$ cat src/verilog/dcc_pkg.sv
// constants, register map and state type of the dma channel controller
package dcc_pkg;

	// ------------------------------------------------------------
	// register offsets (byte addresses)
	// ------------------------------------------------------------
	localparam logic [7:0] OFS_CONFIG = 8'h44;
	localparam logic [7:0] OFS_COUNT  = 8'h48;
	localparam logic [7:0] OFS_PBASE  = 8'h4c;
	localparam logic [7:0] OFS_MBASE  = 8'h50;
	localparam logic [7:0] OFS_STATUS = 8'h54;
	localparam logic [7:0] OFS_MASK   = 8'h58;

	// ------------------------------------------------------------
	// configuration field positions
	// ------------------------------------------------------------
	localparam int CFG_W       = 15;
	localparam int BIT_M2M     = 14;
	localparam int BIT_PRIO_HI = 13;
	localparam int BIT_PRIO_LO = 12;
	localparam int BIT_MWID_HI = 11;
	localparam int BIT_MWID_LO = 10;
	localparam int BIT_PWID_HI = 9;
	localparam int BIT_PWID_LO = 8;
	localparam int BIT_MEMORY_INCREMENT    = 7;
	localparam int BIT_PERIPHERAL_INCREMENT    = 6;
	localparam int BIT_CYCLIC  = 5;
	localparam int BIT_DIR     = 4;
	localparam int BIT_ERR_IE  = 3;
	localparam int BIT_HALF_IE = 2;
	localparam int BIT_CPL_IE  = 1;
	localparam int BIT_EN      = 0;

	// ------------------------------------------------------------
	// status and mask bit positions, reset values
	// ------------------------------------------------------------
	localparam int ST_W        = 3;
	localparam int ST_COMPLETE = 0;
	localparam int ST_HALF     = 1;
	localparam int ST_ERROR    = 2;

	localparam logic [CFG_W-1:0] CONFIG_RST = 15'h0000;
	localparam logic [15:0]      COUNT_RST  = 16'h0000;
	localparam logic [31:0]      ADDR_RST   = 32'h0000_0000;
	localparam logic [ST_W-1:0]  STATUS_RST = 3'h0;

	// ------------------------------------------------------------
	// access width codes
	// ------------------------------------------------------------
	localparam logic [1:0] WID_BYTE = 2'h0;
	localparam logic [1:0] WID_HALF = 2'h1;
	localparam logic [1:0] WID_WORD = 2'h2;

	typedef enum logic [1:0] {ST_IDLE, ST_READ, ST_WRITE} dcc_state_t;

endpackage : dcc_pkg

$ cat src/verilog/dcc_channel.sv
// one dma channel: configuration, transfer count, engine and apb registers
//
// Summary of operation
// - memory-to-memory bit 14 transfers without waiting for a request
// - memory width bits 11:10: byte, halfword, word; 11 reserved
// - peripheral width bits 9:8 use the same encoding
// - memory increment bit 7 advances memory address by its access size
// - peripheral increment bit 6 advances peripheral address by its size
// - cyclic bit 5 restarts the sequence automatically after completion
// - direction bit 4: clear reads peripheral, set reads memory
// - error interrupt raised only while bit 3 is set
// - half-transfer interrupt raised only while bit 2 is set
// - completion interrupt raised only while bit 1 is set
// - count register at 0x48 holds 16 bits, upper half zero, resets zero
// - count decrements by one after each completed transfer
// - at sequence end count becomes zero, or reloads in cyclic mode
// - a zero count moves no data even when enabled
//
// The implementer's own choice: the APB interface to the registers.
module dcc_channel
	import dcc_pkg::*;
(
	input  wire logic        pclk,
	input  wire logic        presetn,
	input  wire logic        psel,
	input  wire logic        penable,
	input  wire logic        pwrite,
	input  wire logic [7:0]  paddr,
	input  wire logic [31:0] pwdata,
	output logic      [31:0] prdata,
	output logic             pready,
	output logic             pslverr,
	input  wire logic        periph_req,
	output logic             periph_ack,
	output logic             bus_req,
	output logic             bus_write,
	output logic      [31:0] bus_addr,
	output logic      [1:0]  bus_size,
	output logic      [31:0] bus_wdata,
	input  wire logic [31:0] bus_rdata,
	input  wire logic        bus_ack,
	input  wire logic        bus_err,
	output logic      [1:0]  channel_priority,
	output logic             irq
);

	// ------------------------------------------------------------
	// helpers
	// ------------------------------------------------------------
	// byte step of one access of the given width
	function automatic logic [31:0] size_step(input logic [1:0] wid);
		unique case (wid)
			WID_HALF: size_step = 32'h0000_0002;
			WID_WORD: size_step = 32'h0000_0004;
			default:  size_step = 32'h0000_0001;
		endcase
	endfunction : size_step

	// address forced onto the boundary of its access width
	function automatic logic [31:0] align(input logic [31:0] a,
			input logic [1:0] wid);
		unique case (wid)
			WID_HALF: align = {a[31:1], 1'b0};
			WID_WORD: align = {a[31:2], 2'b00};
			default:  align = a;
		endcase
	endfunction : align

	// ------------------------------------------------------------
	// state
	// ------------------------------------------------------------
	logic [CFG_W-1:0] cfg_q;
	logic [15:0]      cnt_q;
	logic [15:0]      reload_q;
	logic [31:0]      pbase_q;
	logic [31:0]      mbase_q;
	logic [31:0]      pcur_q;
	logic [31:0]      mcur_q;
	logic [ST_W-1:0]  stat_q;
	logic [ST_W-1:0]  stat_d;
	logic [ST_W-1:0]  mask_q;
	logic [ST_W-1:0]  ie_bits;
	dcc_state_t       st_q;
	logic [31:0]      rd_d;
	logic             hit_d;
	logic             apb_wr;
	logic             start;
	logic             done;
	logic             last;
	logic             fault;
	logic             half;
	logic             src_mem;
	logic [1:0]       mwid;
	logic [1:0]       pwid;

	// ------------------------------------------------------------
	// decoded controls
	// ------------------------------------------------------------
	assign mwid    = cfg_q[BIT_MWID_HI:BIT_MWID_LO];
	assign pwid    = cfg_q[BIT_PWID_HI:BIT_PWID_LO];
	assign src_mem = cfg_q[BIT_DIR];
	assign apb_wr  = psel && penable && pready && pwrite;
	assign ie_bits = {cfg_q[BIT_ERR_IE], cfg_q[BIT_HALF_IE],
		cfg_q[BIT_CPL_IE]};

	// start needs enable, a nonzero count and a request or m2m mode
	assign start = (st_q == ST_IDLE) && cfg_q[BIT_EN] && (cnt_q != 16'h0000)
		&& (cfg_q[BIT_M2M] || periph_req);
	assign done  = (st_q == ST_WRITE) && bus_ack && !bus_err;
	assign fault = (st_q != ST_IDLE) && bus_ack && bus_err;
	assign last  = done && (cnt_q == 16'h0001);
	assign half  = done && ((cnt_q - 16'h0001) == (reload_q >> 1));

	// ------------------------------------------------------------
	// apb read decode
	// ------------------------------------------------------------
	// read mux; reserved bits read as zero, unmapped offsets flag an error
	always_comb begin
		rd_d  = 32'h0000_0000;
		hit_d = 1'b1;
		unique case (paddr)
			OFS_CONFIG: rd_d = {17'h00000, cfg_q};
			OFS_COUNT:  rd_d = {16'h0000, cnt_q};
			OFS_PBASE:  rd_d = pbase_q;
			OFS_MBASE:  rd_d = mbase_q;
			OFS_STATUS: rd_d = {29'h0000_0000, stat_q};
			OFS_MASK:   rd_d = {29'h0000_0000, mask_q};
			default:    hit_d = 1'b0;
		endcase
	end

	// one wait-free access phase: answer prepared during setup
	always_ff @(posedge pclk or negedge presetn) begin
		if (!presetn) begin
			prdata  <= 32'h0000_0000;
			pready  <= 1'b0;
			pslverr <= 1'b0;
		end else if (psel && !penable) begin
			prdata  <= pwrite ? 32'h0000_0000 : rd_d;
			pready  <= 1'b1;
			pslverr <= !hit_d;
		end else begin
			prdata  <= 32'h0000_0000;
			pready  <= 1'b0;
			pslverr <= 1'b0;
		end
	end

	// ------------------------------------------------------------
	// configuration register
	// ------------------------------------------------------------
	// software writes; a bus error drops the enable
	always_ff @(posedge pclk or negedge presetn) begin
		if (!presetn) begin
			cfg_q <= CONFIG_RST;
		end else begin
			if (apb_wr && paddr == OFS_CONFIG)
				cfg_q <= pwdata[CFG_W-1:0];
			if (fault)
				cfg_q[BIT_EN] <= 1'b0;
		end
	end

	// ------------------------------------------------------------
	// transfer count
	// ------------------------------------------------------------
	// writes accepted only while disabled; decrement or reload per transfer
	always_ff @(posedge pclk or negedge presetn) begin
		if (!presetn) begin
			cnt_q    <= COUNT_RST;
			reload_q <= COUNT_RST;
		end else if (apb_wr && paddr == OFS_COUNT && !cfg_q[BIT_EN]) begin
			cnt_q    <= pwdata[15:0];
			reload_q <= pwdata[15:0];
		end else if (last && cfg_q[BIT_CYCLIC]) begin
			cnt_q <= reload_q;
		end else if (done) begin
			cnt_q <= cnt_q - 16'h0001;
		end
	end

	// ------------------------------------------------------------
	// address registers
	// ------------------------------------------------------------
	// base addresses written while disabled; current ones step per transfer
	always_ff @(posedge pclk or negedge presetn) begin
		if (!presetn) begin
			pbase_q <= ADDR_RST;
			mbase_q <= ADDR_RST;
			pcur_q  <= ADDR_RST;
			mcur_q  <= ADDR_RST;
		end else if (apb_wr && !cfg_q[BIT_EN]
				&& (paddr == OFS_PBASE || paddr == OFS_MBASE)) begin
			if (paddr == OFS_PBASE) begin
				pbase_q <= pwdata;
				pcur_q  <= pwdata;
			end else begin
				mbase_q <= pwdata;
				mcur_q  <= pwdata;
			end
		end else if (last && cfg_q[BIT_CYCLIC]) begin
			pcur_q <= pbase_q;
			mcur_q <= mbase_q;
		end else if (done) begin
			if (cfg_q[BIT_PERIPHERAL_INCREMENT])
				pcur_q <= pcur_q + size_step(pwid);
			if (cfg_q[BIT_MEMORY_INCREMENT])
				mcur_q <= mcur_q + size_step(mwid);
		end
	end

	// ------------------------------------------------------------
	// transfer engine
	// ------------------------------------------------------------
	// read from the source, then write to the destination
	always_ff @(posedge pclk or negedge presetn) begin
		if (!presetn) begin
			st_q       <= ST_IDLE;
			bus_req    <= 1'b0;
			bus_write  <= 1'b0;
			bus_addr   <= ADDR_RST;
			bus_size   <= WID_BYTE;
			bus_wdata  <= 32'h0000_0000;
			periph_ack <= 1'b0;
		end else begin
			periph_ack <= 1'b0;
			unique case (st_q)
				ST_IDLE: begin
					if (start) begin
						st_q      <= ST_READ;
						bus_req   <= 1'b1;
						bus_write <= 1'b0;
						bus_addr  <= src_mem ? align(mcur_q, mwid)
							: align(pcur_q, pwid);
						bus_size  <= src_mem ? mwid : pwid;
					end
				end
				ST_READ: begin
					if (bus_ack && bus_err) begin
						st_q    <= ST_IDLE;
						bus_req <= 1'b0;
					end else if (bus_ack) begin
						st_q      <= ST_WRITE;
						bus_write <= 1'b1;
						bus_wdata <= bus_rdata;
						bus_addr  <= src_mem ? align(pcur_q, pwid)
							: align(mcur_q, mwid);
						bus_size  <= src_mem ? pwid : mwid;
					end
				end
				ST_WRITE: begin
					if (bus_ack) begin
						st_q       <= ST_IDLE;
						bus_req    <= 1'b0;
						bus_write  <= 1'b0;
						periph_ack <= !bus_err && !cfg_q[BIT_M2M];
					end
				end
			endcase
		end
	end

	// ------------------------------------------------------------
	// status, mask and interrupt
	// ------------------------------------------------------------
	// sticky events; a new event wins over a write-one clear
	always_comb begin
		stat_d = stat_q;
		if (apb_wr && paddr == OFS_STATUS)
			stat_d = stat_q & ~pwdata[ST_W-1:0];
		stat_d[ST_COMPLETE] = stat_d[ST_COMPLETE] | last;
		stat_d[ST_HALF]     = stat_d[ST_HALF] | half;
		stat_d[ST_ERROR]    = stat_d[ST_ERROR] | fault;
	end

	// status, mask, and the gated interrupt level
	always_ff @(posedge pclk or negedge presetn) begin
		if (!presetn) begin
			stat_q <= STATUS_RST;
			mask_q <= STATUS_RST;
			irq    <= 1'b0;
		end else begin
			stat_q <= stat_d;
			if (apb_wr && paddr == OFS_MASK)
				mask_q <= pwdata[ST_W-1:0];
			irq <= |(stat_d & mask_q & ie_bits);
		end
	end

	// priority is only exported to the arbiter
	always_ff @(posedge pclk or negedge presetn) begin
		if (!presetn)
			channel_priority <= 2'h0;
		else
			channel_priority <= cfg_q[BIT_PRIO_HI:BIT_PRIO_LO];
	end
endmodule : dcc_channel

$ cat config.mk
export PLATFORM = sky130hd
export DESIGN_NAME = dcc_channel
export DESIGN_NICKNAME = d
export VERILOG_FILES = /design/src/verilog/dcc_pkg.sv /design/src/verilog/dcc_channel.sv
export SDC_FILE = /design/constraint.sdc
export NUM_CORES = 1
export LEC_CHECK = 0
export ABC_AREA = 1
export BUFFER_PORTS_ARGS = -buffer_cell sky130_fd_sc_hd__clkbuf_2
export CAP_MARGIN = 20
export CORE_MARGIN = 3
export CORE_UTILIZATION = 53
export CTS_CLUSTER_SIZE = 12
export DETAILED_ROUTE_END_ITERATION = 8
export HOLD_SLACK_MARGIN = 0.05
export PLACE_DENSITY = 0.77
export SYNTH_ARGS = -nofsm -noshare
export SYNTH_HDL_FRONTEND = slang
export SYNTH_SLANG_ARGS = --single-unit
$ cat constraint.sdc
create_clock -name pclk -period 2.5 [get_ports pclk]
set_input_delay 0.125 -clock pclk [delete_from_list [all_inputs] [get_ports pclk]]
set_output_delay 0.125 -clock pclk [all_outputs]
set_load 0.03 [all_outputs]
# --- Yosys cells after proc, flatten, opt, wreduce, memory -nomap -nowiden ---
# Index checks and enable logic that the tools add are counted.
word_totals:
  ff_bits: 289
  latch_bits: 0
  mem_bits_rw: 0
  romBits: 0
  inputBits: 80
  output_inout_bits: 106
  n_memories: 0
op_classes:
  n_addsub: 3
  multipliers: 0
  n_div: 0
  order_cmp: 0
  eq_ne: 22
  shifts: 0
  mux: 61
  bitwise_logic: 9
  n_reduce_logical: 50
ops:
  columns: ["cell", "count"]
  rows:
  - ["$mux W32", 25]
  - ["$pmux W32 S6", 1]
  - ["$add A32 B32 Y32", 2]
  - ["$pmux W32 S2", 1]
  - ["$eq A8 B7 Y1 const B", 6]
  - ["$mux W16", 3]
  - ["$logic_and A1 B1 Y1", 23]
  - ["$mux W2", 9]
  - ["$eq A16 B1 Y1 const B", 1]
  - ["$eq A16 B15 Y1", 1]
  - ["$reduce_bool A16 Y1", 1]
  - ["$sub A16 B1 Y16 const B", 1]
  - ["$reduce_and A3 Y1", 5]
  - ["$ne A2 B2 Y1 const B", 7]
  - ["$mux W1", 13]
  - ["$pmux W2 S2", 3]
  - ["$pmux W3 S2", 2]
  - ["$reduce_bool A3 Y1", 4]
  - ["$and A3 B3 Y3", 3]
  - ["$reduce_and A4 Y1", 2]
  - ["$eq A2 B1 Y1 const B", 3]
  - ["$eq A2 B2 Y1 const B", 3]
  - ["$pmux W1 S3", 2]
  - ["$pmux W2 S3", 1]
  - ["other kinds (12)", 23]

# --- Depth between registers and ports, before layout ---
# Gate-level depths: netlist of the first run.
depth:
  word_depth: 12
  ltp_mapped: 19
  ltp_nobuf: 19

# --- Least setup slack after synthesis of the first run ---
# No wires, ideal clock.
synth_path:
  path_kind: "register -> register"
  start: "register cfg_q[10]"
  end: "register mcur_q[26]"
  setup_ps: 77
  arrival_time_ps: 2480
  required_time_ps: 2423
  slack_ps: -58
  path_stages_with_launch: 18
  period_less_slack_ps: 2558
  cell_sequence: "dfrtp_1 > inv_1 > ha_1 > ha_1 > inv_1 > fa_1 > inv_1 > nand2_1 > nand2_1 > nand2_1 > inv_1 > nand2_1 > nor2_1 > nand2_1 > or2_2 > nand3_1 > nand2_1 > a21oi_1"
synth_via:
  elab_chain_cells: 11
synth_rtl:
  columns: ["element", "line", "rtl"]
  rows:
  - ["start, declared", "dcc_channel.sv:72", "logic [CFG_W-1:0] cfg_q;"]
  - ["start signal, assigned", "dcc_channel.sv:158", "cfg_q <= pwdata[CFG_W-1:0];"]
  - ["$eq A2 B2 Y1 / $eq A2 B1 Y1 (equally long branches)", "dcc_channel.sv:52", "unique case (wid)"]
  - ["$pmux W3 S2 *", "dcc_channel.sv:52", null]
  - ["$mux W32 *", "dcc_channel.sv:207", "if (cfg_q[BIT_MEMORY_INCREMENT])"]
  - ["$mux W32 *", "dcc_channel.sv:204", "end else if (done) begin"]
  - ["$mux W32 *", "dcc_channel.sv:201", "end else if (last && cfg_q[BIT_CYCLIC]) begin"]
  - ["$mux W32 *", "dcc_channel.sv:192", "end else if (apb_wr && !cfg_q[BIT_EN]"]
  - ["$add A32 B32 Y32 *", "dcc_channel.sv:208", "mcur_q <= mcur_q + size_step(mwid);"]
  - ["$mux W32 *", "dcc_channel.sv:207", null]
  - ["$mux W32 *", "dcc_channel.sv:204", null]
  - ["$mux W32 *", "dcc_channel.sv:201", null]
  - ["$mux W32 *", "dcc_channel.sv:192", null]
  - ["end signal, assigned", "dcc_channel.sv:199", "mcur_q <= pwdata;"]
  - ["end signal, assigned", "dcc_channel.sv:203", "mcur_q <= mbase_q;"]
  - ["end signal, assigned", "dcc_channel.sv:208", null]
  - ["end, declared", "dcc_channel.sv:78", "logic [31:0] mcur_q;"]
# Mark *: on every way between the ends. The rest lies on a longest branch, timed or not. The select of a mux whose other input is x is not followed.
# A chain may end at the register's enable or synchronous reset.

# --- Final worst setup path of the first run ---
layout_path:
  start: "register cfg_q[11]"
  end: "register mcur_q[13]"
# Same word-level chain as after synthesis.

==> reports/qor.csv, run 1 <==
metric;value;unit
max-slew violations;0;
Num CTS Buffers;31;
nets@finish;2378;
die height;177;um
Post-synth EDFFs;0;
RSZ-0062 raised after global routing;yes;
Cell variety after synth;48;
FMAX;0.410;GHz
Placer Congestion;1.05;
clock buffer depth;3;
Die Area;31200;um2
Worst Path Buf+Inv;3;
clk sink count;289;
Design Area, Final;19300;um2
row count;61;
final setup violation count;0;
Req. time, crit path;3.00;ns
Synth Warn #;0;
routed wl met2;23800;um
dpl hpwl;38200;um
Top Family by Delay on Critical Path;simple AND/OR/NAND/NOR gates;
Crit Path Class;reg2reg;
Critical Path AT;2.94;ns
root buffer cell;clkbuf_16;
Pwr Density;791;nW/um2
I/O Buffers;185;
layout cells sized above 1;20.5;%
Slew @ Worst Pin;0.614;ns
Pre-Repair DR Iteration Count;6;
slowest cell on the critical path;dfrtp_1;
DRT iter0 DRCs;2105;
CTS clk-pin slew, worst paths;0.06;ns
DR vias;15746;
PnR worst setup slack;0.0614;ns
metal3 WL;6450;um
Met1 Wirelength;21400;um
drt wl/cell;20.0;um
antenna-violating nets left;0;
status;completed;
H-tree Lvls;1;
Pleak;9.17;nW
max_slew headroom;59.0;%
fin crit period;2.44;ns
Max VDD drop;815;uV
die width;177;um
diode count;0;
Area Overhead vs Synth;24.8;%
Setup WS pre-CTS;-0.185;ns
Hold Path Class;in2async;
Critical Path Fanout Max;4;
top layer in use;met5;
CP Capture Type;flip-flop;
Register-to-Register Setup Slack;0.06;ns
crit-path max cell delay;0.39;ns
Fin. Hold Viols;0;
maxcap violations;0;
Gate Count Post-Synth;1985;
Syn Std Cell Area;15400;um2
Primary FF master, synth;dfrtp_1;
Crit path top cell by count;nand3_1;
syn nets;2084;
largest net degree at the start of global routing;95;
Tcrit/Tclk final;97.5;%
Seq/Total Area, Yosys;46.8;%
GRT overflow;0;
crit path launch type;flip-flop;
clock latency on the worst-skew pair;0.59;ns
vias in the first global route;15240;
post-DR vias/cell;5.89;
first-pass GRT wire length;83400;um
dpl cell area;17200;um2
Routed WL;53500;um
Starting Density;54.7;%
CORE AREA;28200;um2
I/O pin count;186;
FF+latch count, synth;289;
ys async rst share;100;%
CTS tree;yes;
Residual DRC;0;
GRT Util Overall;33.9;%
Post-Syn Area per Cell;7.78;um2
clk_skew;0.0181;ns
initial antenna violation count;1;
Cell Chain, Critical Path;buf_6 -> inv_2 -> ha_4 -> ha_1 -> nand3_1 -> nand3_1 -> nand3_1 -> buf_4 -> nor2_1 -> xor2_1 -> o21ai_0 -> a31oi_1;
-- Yosys cell counts, types with 6 or more instances --
| master | count | area, um2 |
|---|---|---|
| o21ai_0 | 143 | 716 |
| nor3_1 | 32 | 160 |
| o21ai_1 | 38 | 190 |
| xnor2_1 | 7 | 61.3 |
| a31oi_1 | 56 | 350 |
| or2_2 | 14 | 87.6 |
| nand3_1 | 113 | 566 |
| buf_2 | 35 | 175 |
| inv_1 | 163 | 612 |
| xor2_1 | 24 | 210 |
| mux2_2 | 32 | 360 |
| o211ai_1 | 25 | 188 |
| o221ai_1 | 13 | 114 |
| nor2_1 | 276 | 1040 |
| inv_2 | 7 | 26.3 |
| ha_1 | 17 | 213 |
| nand2_1 | 495 | 1860 |
| dfrtp_1 | 289 | 7230 |
| a21oi_2 | 12 | 105 |
| nand2_2 | 7 | 43.8 |
| clkbuf_1 | 43 | 161 |
| a21oi_1 | 63 | 315 |
| nand4_1 | 16 | 100 |
| a41oi_1 | 6 | 52.6 |
-- metrics by stage --
step           hold WS, ns  cells  util [%]  total power [W]  setup TNS [ns]
4_1_cts             0.0770   2671      67.4           0.0152               0
2_1_floorplan       -0.171   1985         -          0.00900               0
5_1_grt             0.0924   2675      68.2           0.0160          -0.180
3_3_place_gp        0.0804   2545      61.0           0.0104          -0.200
6_report            0.0558   2675      68.2           0.0152               0
3_5_place_dp        0.0830   2545      61.0           0.0105          -0.997
-- state kept, by name, indices dropped and copies added, names as in the netlist, 15 cells and up --
name and count:
prdata 32, bus_addr 32, mcur_q 32, cnt_q 16
mbase_q 32, pbase_q 32, cfg_q 15, reload_q 16
bus_wdata 32, pcur_q 32
-- logic make-up after synthesis --
family / after synthesis / share of synthesized area (%)
mux: 32 / 2.33
simple gates: 974 / 26.1
flops: 289 / 46.8
xor+xnor: 31 / 1.76
buf+inv: 261 / 6.96
fa+ha+maj: 19 / 1.64
compound gates: 379 / 14.4
-- cells in the final DEF (no fill, tap or decap), types with 12 or more instances in the layout --
| cell | netlist | routed |
|---|---|---|
| a21oi_1 | 63 | 61 |
| a21oi_2 | 12 | 14 |
| a31oi_1 | 56 | 56 |
| buf_12 | 0 | 12 |
| buf_4 | 4 | 78 |
| clkbuf_16 | 0 | 31 |
| clkbuf_2 | 1 | 184 |
| dfrtp_1 | 289 | 289 |
| dlygate4sd3_1 | 0 | 71 |
| inv_1 | 163 | 154 |
| inv_2 | 7 | 15 |
| mux2_2 | 32 | 32 |
| nand2_1 | 495 | 479 |
| nand2_2 | 7 | 19 |
| nand3_1 | 113 | 105 |
| nand4_1 | 16 | 16 |
| nor2_1 | 276 | 262 |
| nor2_2 | 4 | 13 |
| nor3_1 | 32 | 30 |
| o211ai_1 | 25 | 25 |
| o21ai_0 | 143 | 136 |
| o21ai_1 | 38 | 45 |
| o221ai_1 | 13 | 13 |
| or2_2 | 14 | 12 |
| xor2_1 | 24 | 23 |
-- worst register-to-register path, stage by stage (launching register included) --
cell and delay [ns]:
dfrtp_1 0.39, buf_6 0.12, inv_2 0.04, ha_4 0.16, ha_1 0.28, nand3_1 0.06
nand3_1 0.09, nand3_1 0.11, buf_4 0.18, nor2_1 0.26, xor2_1 0.39, o21ai_0 0.13
a31oi_1 0.14
-- layer usage --
metal  vias up  global-route usage (%)
li1       7142                       -
met1      7396                    47.6
met2      1042                    53.1
met3       164                    7.70
met4         2                    9.62
met5         -                       0
-- layout make-up --
cell class              count  area [um2]
clock buffers              43         871
clock inverters             8         114
well taps                 378         473
repair buffers            348        2490
flip-flops and latches    289        7230
fillers                  2277        8970
multi-input cells        1435        7420
inverters                 174         661
-- path summary, 6_finish.rpt --
path                           start                  end  cells past startpoint
setup / recovery           cfg_q[11]           mcur_q[13]                     12
hold / removal               presetn          reload_q[5]                      2
setup reg to reg           cfg_q[11]           mcur_q[13]                     12
hold reg to reg            cfg_q[12]  channel_priority[0]                      0
min in group pclk           paddr[5]           prdata[30]                      5
max in group asynchronous    presetn          mbase_q[31]                      3
-- what timing repair did --
action / CTS / global route
endpoints found under the setup margin: 14 / 58
hold buffers: 71 / 0
resized for setup: 18 / 63
pin swaps: 9 / 23
endpoints found under the hold margin: 492 / 0
setup buffers: 4 / 4
-- where the power goes --
part	internal, W	switching, W
clock	0.00262	0.00194
sequential	0.00541	0.000508
combinational	0.00157	0.00318
total	0.00961	0.00563
(Power assumes the default switching activity.)
==> inputs of run 2 (changes only) <==
--- a/config.mk
+++ b/config.mk
@@ -10,6 +10,7 @@
 export CAP_MARGIN = 20
 export CORE_MARGIN = 3
 export CORE_UTILIZATION = 53
+export CTS_BUF_LIST = sky130_fd_sc_hd__clkbuf_4 sky130_fd_sc_hd__clkbuf_8 sky130_fd_sc_hd__clkbuf_16
 export CTS_CLUSTER_SIZE = 12
 export DETAILED_ROUTE_END_ITERATION = 8
 export HOLD_SLACK_MARGIN = 0.05
==> run 2 against run 1 <==
First-iteration DRC count increased by 5.0%. Final area about the same. Sequential cell count unchanged. Power increased by 0.60%. Sequential power about the same. Fmax increased by 0.60%. Register-to-register slack about the same. Non-clock buffer count unchanged. Clock power increased by 2%.
==> reports/qor.csv, run 2 (same netlist as run 1, synthesis figures left out) <==
metric;value;unit
Die Area;31200;um2
post-DR vias/cell;5.90;
vias in the first global route;15250;
Pre-Repair DR Iteration Count;6;
Top Family by Delay on Critical Path;simple AND/OR/NAND/NOR gates;
Logic pwr share;31.0;%
Internal;0.00968;W
RSZ-0062 raised after global routing;yes;
row count;61;
crit-path max cell delay;0.41;ns
clk sink count;289;
first-pass GRT wire length;83400;um
DR vias;15776;
H-tree Lvls;1;
FMAX;0.413;GHz
fin crit period;2.42;ns
GRT overflow;0;
clock latency on the worst-skew pair;0.59;ns
sequential share of power;38.6;%
Num CTS Buffers;31;
status;completed;
antenna-violating nets left;0;
initial antenna violation count;1;
final setup violation count;0;
Clk pwr share;30.3;%
Critical Path AT;2.88;ns
Crit Path Class;reg2reg;
most frequent cells in the layout;nand2_1, dfrtp_1, nor2_1, clkbuf_2, inv_1;
I/O pin count;186;
reg2reg path depth;19;
Setup WS pre-CTS;-0.185;ns
Reg area;7230;um2
layout cells sized above 1;20.7;%
slowest cell on the critical path;dfrtp_1;
sw power;0.00564;W
CP Capture Type;flip-flop;
Reg-to-Reg Start;cfg_q[9];
CP Launch Point;cfg_q[9];
Worst Path Buf+Inv;5;
Area Overhead vs Synth;24.9;%
Register-to-Register Setup Slack;0.08;ns
Slew @ Worst Pin;0.599;ns
WHS;0.0579;ns
Starting Density;54.7;%
die width;177;um
setup TNS;0;ns
# fillers;2277;
Finished Core Util;68.3;%
crit path launch type;flip-flop;
CP Depth;19;
Placer Congestion;1.05;
Fin. Hold Viols;0;
most common cell after layout, fill and taps aside;nand2_1;
maxcap violations;0;
nets@finish;2378;
worst setup path endpoint;pcur_q[24];
Req. time, crit path;2.96;ns
clock buffer depth;3;
Pwr Density;795;nW/um2
multi-input logic area;7410;um2
largest net degree at the start of global routing;95;
Sw Ratio;36.8;%
Routed WL;53700;um
Cell Chain, Critical Path;buf_4 -> inv_1 -> ha_2 -> inv_1 -> fa_2 -> inv_2 -> nand2_2 -> nand2_2 -> nand2_4 -> inv_4 -> nand2_4 -> nor2_4 -> nand2_4 -> nor2_4 -> nand2_1 -> nand2_1 -> nand3_2 -> nand2_2 -> a22oi_2;
Residual DRC;0;
I/O Buffers;185;
max_slew headroom;60.1;%
PnR worst setup slack;0.0760;ns
GRT Util Overall;33.8;%
Tcrit/Tclk final;97.0;%
clk_skew;0.0173;ns
dpl hpwl;38200;um
root buffer cell;clkbuf_16;
worst reg2reg endpoint;pcur_q[24];
die height;177;um
CTS clk-pin slew, worst paths;0.07;ns
DRT iter0 DRCs;2210;
CORE AREA;28200;um2
drt wl/cell;20.1;um
max-slew violations;0;
Critical Path Fanout Max;4;
diode count;0;
Hold Path Class;in2async;
CTS tree;yes;
Max VDD drop;912;uV
Pleak;9.20;nW
==> run 2: worst min-delay path by stage <==
stage	cells past startpoint	from	to
5_1_grt	2	presetn	reload_q[5]
4_1_cts	2	presetn	reload_q[5]
3_3_place_gp	1	presetn	reload_q[0]
2_1_floorplan	0	presetn	bus_addr[0]
3_5_place_dp	1	presetn	reload_q[5]
6_report	2	presetn	reload_q[5]
==> run 2: metal layers <==
layer  wire (um)  GRT usage [%]  vias to the layer above
li1            -              -                     7146
met1       21700           47.9                     7434
met2       23800           52.9                     1029
met3        6330           7.46                      165
met4        1760           9.49                        2
met5          13              0                        -
==> run 2: metrics by stage <==
step,instances,power [W],instance area (um2)
2_1_floorplan,1985,0.00900,15500
3_3_place_gp,2545,0.0104,17200
3_5_place_dp,2545,0.0105,17200
4_1_cts,2671,0.0152,19100
5_1_grt,2675,0.0161,19300
6_report,2675,0.0153,19300
==> run 2: final cells by class <==
type                    count  area share, %
well taps                 378           2.45
repair buffers            348           12.9
inverters                 174           3.43
clock inverters             8          0.590
clock buffers              43           4.65
multi-input cells        1435           38.4
flip-flops and latches    289           37.5
==> run 2: timing repair <==
item,in CTS,in global routing
setup buffers,4,4
endpoints found under the setup margin,14,44
hold buffers,71,0
endpoints found under the hold margin,491,0
resized for setup,18,61
pin swaps,9,23
==> run 2: power groups by stage <==
| stage | Clock (W) | Sequential [W] | Combinational [W] |
|---|---|---|---|
| global placement | 0 | 0.00592 | 0.00448 |
| CTS | 0.00466 | 0.00589 | 0.00469 |
| detailed placement | 0 | 0.00597 | 0.00458 |
| global route | 0.00490 | 0.00600 | 0.00516 |
| finish | 0.00465 | 0.00592 | 0.00476 |
| floorplan | 0 | 0.00703 | 0.00197 |
